`src/verilog/eth_irq_pkg.sv`:
```
// Constants shared by the Ethernet interrupt logic
package eth_irq_pkg;

  // Event enable / flag register layout
  localparam int          EVENT_W            = 8;
  localparam int          PKT_BIT            = 6;
  localparam int          DMA_BIT            = 5;
  localparam int          LINK_BIT           = 4;
  localparam int          TX_BIT             = 3;
  localparam int          TXERR_BIT          = 1;
  localparam int          RXERR_BIT          = 0;
  localparam logic [7:0]  EVENT_MASK         = 8'h7B;
  localparam logic [7:0]  CLEARABLE_MASK     = 8'h2B;
  localparam logic [7:0]  EVENT_ENABLE_RESET = 8'h00;
  localparam logic [7:0]  EVENT_FLAGS_RESET  = 8'h00;

  // Processor register select
  localparam logic        SEL_EVENT_ENABLE   = 1'b0;
  localparam logic        SEL_EVENT_FLAGS    = 1'b1;

  // PHY register addresses
  localparam int          PHY_ADDR_W         = 5;
  localparam logic [4:0]  PHY_STATUS_ADDR    = 5'h11;
  localparam logic [4:0]  PHY_ENABLE_ADDR    = 5'h12;
  localparam logic [4:0]  PHY_FLAGS_ADDR     = 5'h13;

  // PHY register fields
  localparam int          PHY_W              = 16;
  localparam int          STAT_TX_BIT        = 13;
  localparam int          STAT_RX_BIT        = 12;
  localparam int          STAT_COL_BIT       = 11;
  localparam int          STAT_LINK_BIT      = 10;
  localparam int          PHY_EN_LINK_BIT    = 4;
  localparam int          PHY_EN_GLOBAL_BIT  = 1;
  localparam int          PHY_FLG_LINK_BIT   = 4;
  localparam int          PHY_FLG_GLOBAL_BIT = 2;
  localparam logic [15:0] PHY_DEFINED_MASK   = 16'h3C16;
  localparam logic [15:0] PHY_WORD_RESET     = 16'h0000;

  // Synchroniser width for the live PHY lines
  localparam int          SYNC_W             = 3;

endpackage : eth_irq_pkg

```
`src/verilog/ethernet_interrupt_logic.sv`:
```
// Ethernet event flags, enables, PHY interrupt registers and master interrupt
// Contract
// - Non-link flags set on their event regardless of any enable.
// - Master interrupt raised when an enabled flag is set and global enable set.
// - Enable register: bits 6,5,4,3,1,0; bits 7 and 2 read zero; reset zero.
// - Flag register mirrors enable layout; bits 7 and 2 zero; resets zero.
// - Packet flag read-only, set while pending count is nonzero.
// - DMA flag set on copy or checksum done, held until software clears.
// - Link flag read-only, set by PHY change, cleared by PHY flag read.
// - Transmit flag set when a transmit request ends.
// - Transmit-error flag set when a transmit error occurs.
// - Receive-error flag set when a packet is aborted.
// - DMA, transmit and error flags cleared by writing zero; writes never set.
// - PHY enable register: writable link-change enable at bit 4 and global enable at bit 1, rest zero.
// - PHY enable bit 1 is the global PHY enable; clear blocks PHY interrupts.
// - PHY status bit 13 shows transmitting.
// - PHY status bit 12 shows receiving.
// - PHY status bit 11 shows collision: transmit and receive in half duplex.
// - PHY status unimplemented and reserved bits read zero.
// - Link flag only set when both PHY enables are set.
// - PHY flag register read clears link, PHY global and PHY link flags.
// - PHY link flag records a change since the last PHY flag read.
module ethernet_interrupt_logic (
  input  wire logic        clk,
  input  wire logic        nrst,
  input  wire logic        ce,
  input  wire logic        sfrWrite,
  input  wire logic        sfrSelect,
  input  wire logic [7:0]  sfrWrData,
  output logic      [7:0]  sfrRdData,
  input  wire logic        globalNetIrqEnable,
  output logic             masterNetIrqFlag,
  input  wire logic [7:0]  pendingPacketCount,
  input  wire logic        dmaDoneEvt,
  input  wire logic        txDoneEvt,
  input  wire logic        txErrorEvt,
  input  wire logic        rxErrorEvt,
  input  wire logic        phyTransmittingPin,
  input  wire logic        phyReceivingPin,
  input  wire logic        phyLinkUpPin,
  input  wire logic        phyHalfDuplex,
  input  wire logic [4:0]  phyRegAddr,
  input  wire logic        phyRegRead,
  input  wire logic        phyRegWrite,
  input  wire logic [15:0] phyRegWrData,
  output logic      [15:0] phyRegRdData
);

  typedef struct packed {
    logic [7:0]  enable;
    logic        pktFlag;
    logic        phyLinkEn;
    logic        phyGlobalEn;
    logic        phyLinkFlag;
    logic        phyGlobalFlag;
    logic        linkFlag;
    logic        linkPrev;
    logic        linkPrevValid;
    logic        irq;
    logic [7:0]  sfrRd;
    logic [15:0] phyRd;
  } irq_state_t;

  irq_state_t  s_q;
  irq_state_t  s_d;
  logic [2:0]  syncOut;
  logic        txSync;
  logic        rxSync;
  logic        linkSync;
  logic        collisionNow;
  logic        linkChange;
  logic        phyFlagsRead;
  logic        phySetGlobal;
  logic [7:0]  setVec;
  logic [7:0]  clrVec;
  logic [7:0]  stickyQ;
  logic [7:0]  flagsNow;

  // Word returned for a PHY register read
  function automatic logic [15:0] phyRegValue(
    input logic [4:0] addr,
    input logic       tx,
    input logic       rx,
    input logic       col,
    input logic       lnk,
    input logic       linkEn,
    input logic       globalEn,
    input logic       linkFlg,
    input logic       globalFlg
  );
    logic [15:0] v;
    v = eth_irq_pkg::PHY_WORD_RESET;
    case (addr)
      eth_irq_pkg::PHY_STATUS_ADDR: begin
        v[eth_irq_pkg::STAT_TX_BIT]   = tx;
        v[eth_irq_pkg::STAT_RX_BIT]   = rx;
        v[eth_irq_pkg::STAT_COL_BIT]  = col;
        v[eth_irq_pkg::STAT_LINK_BIT] = lnk;
      end
      eth_irq_pkg::PHY_ENABLE_ADDR: begin
        v[eth_irq_pkg::PHY_EN_LINK_BIT]   = linkEn;
        v[eth_irq_pkg::PHY_EN_GLOBAL_BIT] = globalEn;
      end
      eth_irq_pkg::PHY_FLAGS_ADDR: begin
        v[eth_irq_pkg::PHY_FLG_LINK_BIT]   = linkFlg;
        v[eth_irq_pkg::PHY_FLG_GLOBAL_BIT] = globalFlg;
      end
      default: begin
        v = eth_irq_pkg::PHY_WORD_RESET;
      end
    endcase
    return v;
  endfunction : phyRegValue

  // Live PHY lines come from outside this clock
  bit_sync #(
    .WIDTH (eth_irq_pkg::SYNC_W)
  ) u_phy_sync (
    .clk     (clk),
    .nrst    (nrst),
    .ce      (ce),
    .dataIn  ({phyLinkUpPin, phyReceivingPin, phyTransmittingPin}),
    .dataOut (syncOut)
  );

  assign txSync       = syncOut[0];
  assign rxSync       = syncOut[1];
  assign linkSync     = syncOut[2];
  assign collisionNow = txSync & rxSync & phyHalfDuplex;

  assign linkChange   = s_q.linkPrevValid & (linkSync != s_q.linkPrev);
  assign phyFlagsRead = phyRegRead && (phyRegAddr == eth_irq_pkg::PHY_FLAGS_ADDR);
  assign phySetGlobal = linkChange & s_q.phyLinkEn & s_q.phyGlobalEn;

  // Event sets, independent of enables
  always_comb begin
    setVec                         = 8'h00;
    setVec[eth_irq_pkg::DMA_BIT]   = dmaDoneEvt;
    setVec[eth_irq_pkg::TX_BIT]    = txDoneEvt | txErrorEvt;
    setVec[eth_irq_pkg::TXERR_BIT] = txErrorEvt;
    setVec[eth_irq_pkg::RXERR_BIT] = rxErrorEvt;
  end

  // Writing zero clears, writing one leaves the flag alone
  assign clrVec = (sfrWrite && sfrSelect == eth_irq_pkg::SEL_EVENT_FLAGS) ?
                  (~sfrWrData & eth_irq_pkg::CLEARABLE_MASK) : 8'h00;

  genvar g;
  generate
    for (g = 0; g < eth_irq_pkg::EVENT_W; g++) begin : g_flag
      if (eth_irq_pkg::CLEARABLE_MASK[g]) begin : g_sticky
        sticky_flag u_flag (
          .clk    (clk),
          .nrst   (nrst),
          .ce     (ce),
          .setEvt (setVec[g]),
          .clrReq (clrVec[g]),
          .flagQ  (stickyQ[g])
        );
      end else begin : g_none
        assign stickyQ[g] = 1'b0;
      end
    end
  endgenerate

  // Assembled flag register
  always_comb begin
    flagsNow                        = stickyQ;
    flagsNow[eth_irq_pkg::PKT_BIT]  = s_q.pktFlag;
    flagsNow[eth_irq_pkg::LINK_BIT] = s_q.linkFlag;
  end

  always_comb begin
    s_d = s_q;
    if (sfrWrite && sfrSelect == eth_irq_pkg::SEL_EVENT_ENABLE) begin
      s_d.enable = sfrWrData & eth_irq_pkg::EVENT_MASK;
    end
    s_d.pktFlag = (pendingPacketCount != 8'h00);
    if (phyRegWrite && phyRegAddr == eth_irq_pkg::PHY_ENABLE_ADDR) begin
      s_d.phyLinkEn   = phyRegWrData[eth_irq_pkg::PHY_EN_LINK_BIT];
      s_d.phyGlobalEn = phyRegWrData[eth_irq_pkg::PHY_EN_GLOBAL_BIT];
    end
    s_d.linkPrev      = linkSync;
    s_d.linkPrevValid = 1'b1;
    s_d.phyLinkFlag   = linkChange | (s_q.phyLinkFlag & ~phyFlagsRead);
    s_d.phyGlobalFlag = phySetGlobal | (s_q.phyGlobalFlag & ~phyFlagsRead);
    s_d.linkFlag      = phySetGlobal | (s_q.linkFlag & ~phyFlagsRead);
    s_d.irq = globalNetIrqEnable & (|(flagsNow & s_q.enable));
    s_d.sfrRd = (sfrSelect == eth_irq_pkg::SEL_EVENT_FLAGS) ? flagsNow : s_q.enable;
    if (phyRegRead) begin
      s_d.phyRd = phyRegValue(phyRegAddr, txSync, rxSync, collisionNow, linkSync,
                              s_q.phyLinkEn, s_q.phyGlobalEn,
                              s_q.phyLinkFlag, s_q.phyGlobalFlag);
    end
  end

  always_ff @(posedge clk or negedge nrst) begin
    if (!nrst) begin
      s_q        <= '0;
      s_q.enable <= eth_irq_pkg::EVENT_ENABLE_RESET;
      s_q.sfrRd  <= eth_irq_pkg::EVENT_FLAGS_RESET;
      s_q.phyRd  <= eth_irq_pkg::PHY_WORD_RESET;
    end else if (ce) begin
      s_q <= s_d;
    end
  end

  assign sfrRdData        = s_q.sfrRd;
  assign masterNetIrqFlag = s_q.irq;
  assign phyRegRdData     = s_q.phyRd;
endmodule : ethernet_interrupt_logic

```
`src/verilog/bit_sync.sv`:
```
// Two-stage synchroniser for PHY status lines
module bit_sync #(
  parameter int WIDTH = eth_irq_pkg::SYNC_W
) (
  input  wire logic             clk,
  input  wire logic             nrst,
  input  wire logic             ce,
  input  wire logic [WIDTH-1:0] dataIn,
  output logic      [WIDTH-1:0] dataOut
);

  typedef struct packed {
    logic [WIDTH-1:0] first;
    logic [WIDTH-1:0] second;
  } sync_state_t;

  sync_state_t s_q;
  sync_state_t s_d;

  always_comb begin
    s_d        = s_q;
    s_d.first  = dataIn;
    s_d.second = s_q.first;
  end

  always_ff @(posedge clk or negedge nrst) begin
    if (!nrst) begin
      s_q <= '0;
    end else if (ce) begin
      s_q <= s_d;
    end
  end

  assign dataOut = s_q.second;

endmodule : bit_sync

```
`src/verilog/sticky_flag.sv`:
```
// Sticky event flag, set wins over clear
module sticky_flag (
  input  wire logic clk,
  input  wire logic nrst,
  input  wire logic ce,
  input  wire logic setEvt,
  input  wire logic clrReq,
  output logic      flagQ
);

  typedef struct packed {
    logic flag;
  } flag_state_t;

  flag_state_t s_q;
  flag_state_t s_d;

  always_comb begin
    s_d      = s_q;
    s_d.flag = setEvt | (s_q.flag & ~clrReq);
  end

  always_ff @(posedge clk or negedge nrst) begin
    if (!nrst) begin
      s_q <= '0;
    end else if (ce) begin
      s_q <= s_d;
    end
  end

  assign flagQ = s_q.flag;
endmodule : sticky_flag

```
`config.mk`:
```
export PLATFORM = sky130hd
export DESIGN_NAME = ethernet_interrupt_logic
export DESIGN_NICKNAME = d
export VERILOG_FILES = /design/src/verilog/eth_irq_pkg.sv /design/src/verilog/ethernet_interrupt_logic.sv /design/src/verilog/bit_sync.sv /design/src/verilog/sticky_flag.sv
export SDC_FILE = /design/constraint.sdc
export NUM_CORES = 1
export LEC_CHECK = 0
export BUFFER_PORTS_ARGS = -buffer_cell sky130_fd_sc_hd__buf_4
export CORE_AREA = 3 3 93 51
export DETAILED_ROUTE_END_ITERATION = 6
export DIE_AREA = 0 0 96 54
export GPL_TIMING_DRIVEN = 1
export PLACE_DENSITY_LB_ADDON = 0.25
export SLEW_MARGIN = 20
export SYNTH_ARGS = -nofsm -noshare
export SYNTH_HDL_FRONTEND = slang
export SYNTH_HIERARCHICAL = 1
export SYNTH_SLANG_ARGS = --single-unit
export TNS_END_PERCENT = 1
```
`constraint.sdc`:
```
create_clock -name clk -period 1.4 [get_ports clk]
set_clock_uncertainty 0.1 [all_clocks]
set_input_delay 0.35 -clock clk [delete_from_list [all_inputs] [get_ports clk]]
set_output_delay 0.35 -clock clk [all_outputs]
set_load 0.01 [all_outputs]
```
==> key figures, run 1 <==
STA
  • WHS: 0.1897 ns
  • Final count of negative-setup-slack endpoints: 0
  • Fmax: 776.4 MHz
  • Setup TNS: 0 ns
  • Final min period: 1.288 ns
  • RSZ-0062 raised after global routing: false
  • Final Hold Viols: 0
  • Final worst-path cycle share: 92.00%
  • Slew Limit Fails: 0

Global routing
  • First-pass GRT wire length: 5.671 mm
  • Largest net degree at the start of global routing: 39
  • Initial antenna violation count: 0
  • GRT Resource Usage Total: 14.71%
  • Total gr overflow: 0
  • Vias in the first global route: 1297

Yosys
  • Top cell type by total area after synthesis: dfrtp_1
  • Post-Synth Adder-Cell Area: 0%
  • Post-synth EDFFs: 0
  • Yosys warnings: 6
  • Register area share after synthesis: 51.21%
  • Synth Area in XOR/XNOR: 0.4717%
  • Simple-gate area share of the yosys netlist: 13.14%
  • Flops & latches, synth: 38
  • Compound-cell area share of the yosys netlist: 8.221%
  • Mapped cell area: 1857 sq um
  • Main synth FF type: dfrtp_1
  • Cell with the most instances after synthesis: dfrtp_1
  • Commonest cells in the netlist: dfrtp_1 (38), buf_4 (25), nand2_1 (20)
  • Cells after Synth: 162
  • Top-area cell type share of the netlist area: 51.21%
  • Largest family of logic cells by synthesized area: multiplexers
  • Post-Syn Area per Cell: 11.46 sq um
  • Post-synth cell types: 33
  • Multiplexer share of the synthesized area: 15.09%
  • Synth top area cells: dfrtp_1 (51%), buf_4 (10%), mux2_4 (6.5%), mux2_2 (4.9%), nand2_1 (4.0%)
  • Asr flop ratio synth: 100.0%

Route
  • Wire length per cell: 13.24 microns
  • Residual DRC: 0
  • Met2 WL post-DR: 1.711 mm
  • Metal-1 WL: 1.526 mm
  • DRT Wirelength: 3.496 mm
  • Routed wl met3: 246 microns
  • DRT Pass-1 Iters: 4
  • Highest routed layer: met4
  • Vias: 1278
  • Iter 0 DRT Violations: 13
  • Antenna Nets Post-Route: 0
  • Via density: 4.841

Placed design
  • GP Congestion: 0.7258
  • Post-DP HPWL: 2.723 mm
  • PortBufs: 50

Clock network
  • CTS Buffer Depth: 2
  • Post-CTS resize count: 0
  • Root buf cell: clkbuf_8
  • Post-CTS Setup Bufs: 0
  • CTS clk-pin slew, worst paths: 0.07 ns
  • CTS tree: built
  • Clock buffer count from CTS: 5
  • Sink Count: 38
  • Clock Latency Late Sink: 0.29 ns
  • Max H-tree Level: 2

Finish
  • Multi-input logic area: 726.9 sq um
  • FF+latch area: 950.9 sq um
  • Layout cell share with drive strength beyond 1: 40.95%
  • Antenna cells: 0
  • Area grow syn2layout: 23.11%
  • FILL cells: 354
  • NumNets Final: 262

Worst setup path
  • CP arrival: 1.35 ns
  • Critical path type: flip-flop to flip-flop
  • WP data required: 1.46 ns
  • Worst Path Max Fanout: 3
  • Reg2Reg Depth: 3
  • FF-to-FF End: masterNetIrqFlag
  • CP Capture Type: flip-flop
  • Worst r2r src: g_flag[3].g_sticky.u_flag/flagQ
  • Worst Setup Start Kind: flip-flop
  • Register-to-Register Setup Slack: 0.11 ns

Worst hold path
  • Worst Hold Class: input port to flip-flop
  • Hold Path Origin: dmaDoneEvt
  • Worst hold path endpoint: g_flag[5].g_sticky.u_flag/flagQ
  • WHS Path Cells: 2

Floorplanning
  • Row count: 16
  • Die area: 5184 sq um
  • Ports: 78
  • Core Area: 3904 sq um
  • Initial core utilization: 47.56%
  • Die X: 96 microns
  • Die Ht: 54 microns

Pwr
  • P_leak: 0.001125 uW
  • PD cells: 1111 nW/um^2
  • Total power: 2539 uW
  • Peak VDD IR: 480.5 uV

Status
  • Status: complete, no violations

Flow run
  • Max_cap viols: 0
worst max-delay path, cell delays in order (launching register included):
cell,delay [ns]
dfrtp_1,0.41
a22o_1,0.24
a221oi_1,0.29
a31oi_1,0.13
layout by cell type (no fill, tap or decap), drive strengths merged, types with 2 or more instances in the layout:
cell	Yosys	routed
nand3	2	2
or2	2	2
a22o	5	5
buf	28	58
a31oi	2	2
nand2	20	20
mux2	16	16
o21ai	5	5
a21oi	6	6
conb	1	11
mux2i	7	7
nor2	12	12
nand4b	2	2
nor4	2	2
dfrtp	38	38
clkbuf	1	7
a21o	2	2
per-layer routing:
| metal | vias to the layer above | GRT usage [%] |
|---|---|---|
| li1 | 622 | - |
| met1 | 611 | 16.65 |
| met2 | 43 | 26.74 |
| met3 | 2 | 5.028 |
| met4 | 0 | 4.245 |
| met5 | - | 0 |
worst max-delay path by stage:
stage,start,to,slack [ns],cells past startpoint
floorplan,phyRegAddr[3],s_q[30],-0.04,3
global placement,phyRegAddr[3],s_q[31],-0.12,4
detailed placement,phyRegAddr[3],s_q[31],-0.13,4
CTS,sfrRdData[6],sfrRdData[6],0.11,1
global route,g_flag[3].g_sticky.u_flag/flagQ,masterNetIrqFlag,0.09,3
finish,g_flag[3].g_sticky.u_flag/flagQ,masterNetIrqFlag,0.11,3
registers in the layout, summed over array words and instances (netlist names):
register and flops:
s_q 12, phyRegRdData 7, sfrRdData 6, g_flag.g_sticky.u_flag/flagQ 4
u_phy_sync/dataOut 3, u_phy_sync/s_d 3, flagsNow 2, masterNetIrqFlag 1
report_power, final:
group | switching (uW) | internal [uW]
logic | 188 | 271
registers | 91.7 | 1230
clock network | 366 | 397
cell families (layout without fill, tap and decap cells):
group           count (synthesis)  in the layout
flops                          38             38
buf+inv                        30             68
other cells                     1             11
mux                            23             23
compound gates                 23             23
simple gates                   46             46
xor+xnor                        1              1
area by class of cell:
cell class                 instances  share of cell area [%]
sequential                        38                   41.60
multi-input combinational        104                   31.80
timing repair buffer              59                   19.49
clock buffer                       7                   3.777
tap                               54                   2.956
clock inverter                     1                  0.2189
inverter                           1                  0.1642
timing repair:
item | in CTS | in global routing
endpoints found under the hold margin | 38 | 0
endpoints found under the setup margin | 0 | 0
hold buffers | 1 | 0
through the flow:
stage	setup slack [ns]	utilization, %	cells	area (sq um)
after global placement	-0.1173	55.96	255	2185
after detailed placement	-0.1341	55.96	255	2185
after CTS	0.1083	58.56	264	2286
after floorplan	-0.03537	-	172	1894
after global routing	0.09091	58.56	264	2286
final	0.1121	58.56	264	2286
Power figures use the tool's default switching activity.
==> run 2, diff against run 1 <==
==> constraint.sdc (replaced) <==
create_clock -name clk -period 1.4 [get_ports clk]
set_clock_uncertainty 0.1 [all_clocks]
set_input_delay 0.21 -clock clk [delete_from_list [all_inputs] [get_ports clk]]
set_output_delay 0.21 -clock clk [all_outputs]
set_load 0.01 [all_outputs]
==> run 2 against run 1 <==
Effect of this change:
- hold slack worse by 0.15 ns
- design area is 0.55% lower
- cell count decreased by 1.5%
- highest routed layer unchanged
==> key figures, run 2 (synthesis gave the netlist of run 1 again) <==
Status
  • Status: complete, no violations (unchanged)

Placed design
  • PortBufs: 50 (unchanged)
  • GP Congestion: 0.7649 (was 0.7258)
  • DP Area: 2155 sq um (was 2185 sq um)
  • Post-DP HPWL: 2.485 mm (was 2.723 mm)

Route
  • Iter 0 DRT Violations: 63 (was 13)
  • Via density: 4.788 (was 4.841)
  • Antenna Nets Post-Route: 0 (unchanged)
  • Vias: 1245 (was 1278)
  • Wire length per cell: 12.76 microns (was 13.24 microns)
  • DRT Wirelength: 3.317 mm (was 3.496 mm)
  • DRT Pass-1 Iters: 4 (unchanged)
  • Residual DRC: 0 (unchanged)

Clock network
  • Clock Latency Late Sink: 0.29 ns (about the same)
  • Sink Count: 38 (unchanged)
  • CTS Buffer Depth: 2 (unchanged)
  • Max H-tree Level: 2 (unchanged)
  • Post-CTS Setup Bufs: 0 (unchanged)
  • Clock buffer count from CTS: 5 (unchanged)
  • Root buf cell: clkbuf_8 (unchanged)
  • CTS tree: built (unchanged)
  • CTS clk-pin slew, worst paths: 0.07 ns (about the same)

Global routing
  • Vias in the first global route: 1266 (was 1297)
  • First-pass GRT wire length: 5.678 mm (was 5.671 mm)
  • GR Layer Usage met1: 16.75% (was 16.65%)
  • Grt met3 use: 4.888% (was 5.028%)
  • GR Util met2: 25.83% (was 26.74%)
  • Total gr overflow: 0 (unchanged)
  • Largest net degree at the start of global routing: 39 (unchanged)
  • Initial antenna violation count: 0 (unchanged)
  • Busiest grt layer: met2 (unchanged)
  • GRT Resource Usage Total: 14.83% (was 14.71%)

Floorplanning
  • Ports: 78 (unchanged)
  • Row count: 16 (unchanged)
  • Die Ht: 54 microns (unchanged)
  • Core Area: 3904 sq um (unchanged)
  • Die area: 5184 sq um (unchanged)
  • Initial core utilization: 47.56% (unchanged)
  • Die X: 96 microns (unchanged)

Worst setup path
  • Max stage delay on crit path: 0.40 ns (was 0.41 ns)
  • Worst Path Max Fanout: 3 (unchanged)
  • Worst Setup Start Kind: flip-flop (unchanged)
  • Cells along the critical path: a22o_1 -> a221oi_1 -> a31oi_1 (unchanged)
  • CP arrival: 1.35 ns (about the same)
  • CP Capture Type: flip-flop (unchanged)
  • Critical path's slowest cell: dfrtp_1 (unchanged)
  • Critical path type: flip-flop to flip-flop (unchanged)
  • WP data required: 1.46 ns (about the same)

Finish
  • Antenna cells: 0 (unchanged)
  • Area grow syn2layout: 22.44% (was 23.11%)
  • Commonest non-fill, non-tap cell in the layout: buf_4 (unchanged)
  • Largest reg by FF count: s_q (unchanged)
  • Multi-input logic area: 726.9 sq um (unchanged)
  • FILL cells: 356 (was 354)
  • Layout cell share with drive strength beyond 1: 40.29% (was 40.95%)
  • Max reg flops: 12 (unchanged)
  • Leading cell types in the layout, fill and taps excluded: buf_4 (54), dfrtp_1 (38), nand2_1 (20), nor2_1 (12), conb_1 (11) (was buf_4 (58), dfrtp_1 (38), nand2_1 (20), nor2_1 (12), conb_1 (11))
  • Non-Filler Cell Area, Final: 2273 sq um (was 2286 sq um)
  • NumNets Final: 258 (was 262)
  • FF+latch area: 950.9 sq um (unchanged)

STA
  • Fmax: 777.0 MHz (was 776.4 MHz)
  • Final count of negative-setup-slack endpoints: 0 (unchanged)
  • Final min period: 1.287 ns (was 1.288 ns)
  • Slew Limit Fails: 0 (unchanged)
  • RSZ-0062 raised after global routing: false (unchanged)
  • Final worst-path cycle share: 91.93% (was 92.00%)
  • Final Hold Viols: 0 (unchanged)
  • WHS: 0.04393 ns (was 0.1897 ns)

Pwr
  • PD cells: 1174 nW/um^2 (was 1111 nW/um^2)
  • P_leak: 0.001116 uW (was 0.001125 uW)
  • Peak VDD IR: 446.0 uV (was 480.5 uV)

Worst hold path
  • Worst Hold Class: input port to flip-flop (unchanged)

Flow run
  • Max_cap viols: 0 (unchanged)
-- run 2: changes by cell type in the layout (fill, tap and decap cells not counted), sizes merged --
| cell | previous run | this run |
|---|---|---|
| buf | 58 | 54 |
| clkbuf | 7 | 5 |
| bufinv | 0 | 1 |
| clkinv | 1 | 2 |
-- run 2: critical path, delay by kind of cell, from the launching register on --
family / cells / cell delay (ns)
AOI/OAI and AO/OA: 3 / 0.66
DFF: 1 / 0.40
-- run 2: worst paths after layout --
path	start	endpoint	slack [ns]	depth (start not counted)
max	g_flag[3].g_sticky.u_flag/flagQ	masterNetIrqFlag	0.11	3
min	phyReceivingPin	u_phy_sync/s_d[1]	0.04	2
max reg2reg	g_flag[3].g_sticky.u_flag/flagQ	masterNetIrqFlag	0.11	3
min reg2reg	phyRegRdData[1]	phyRegRdData[1]	0.37	2
max in group asynchronous	nrst	s_q[31]	0.56	2
min in group asynchronous	nrst	sfrRdData[5]	0.31	2
-- run 2: layout make-up --
class | instances | share of cell area [%]
repair buffers | 55 | 18.27
multi-input cells | 104 | 31.98
clock buffers | 5 | 3.027
inverters | 1 | 0.1651
well taps | 54 | 2.972
flip-flops and latches | 38 | 41.83
clock inverters | 3 | 1.761
-- run 2: where the power goes --
part	leakage (uW)	internal (uW)	switching (uW)
sequential	0.000446	1230	91.8
combinational	0.000612	263	183
clock	0.0000579	524	380
-- run 2: per-stage QoR --
stage	setup WS, ns	power, uW	utilization, %	TNS, ns	instances
floorplan	0.09648	1631	-	0	172
global placement	-0.001273	1774	55.19	-0.002208	251
detailed placement	0.002570	1789	55.19	0	251
CTS	0.09486	2711	58.24	0	260
global route	0.005518	2828	58.24	0	260
finish	0.1130	2669	58.24	0	260
-- run 2: what timing repair did --
action | CTS | global route
hold endpoints to repair | 38 | 0
hold buffers | 1 | 0
gates resized for setup | 0 | 0
-- run 2: layer usage --
layer,up-vias,share of wire [%]
li1,614,-
met1,581,43
met4,0,1.4
met2,45,48
met3,5,8.0
met5,-,0
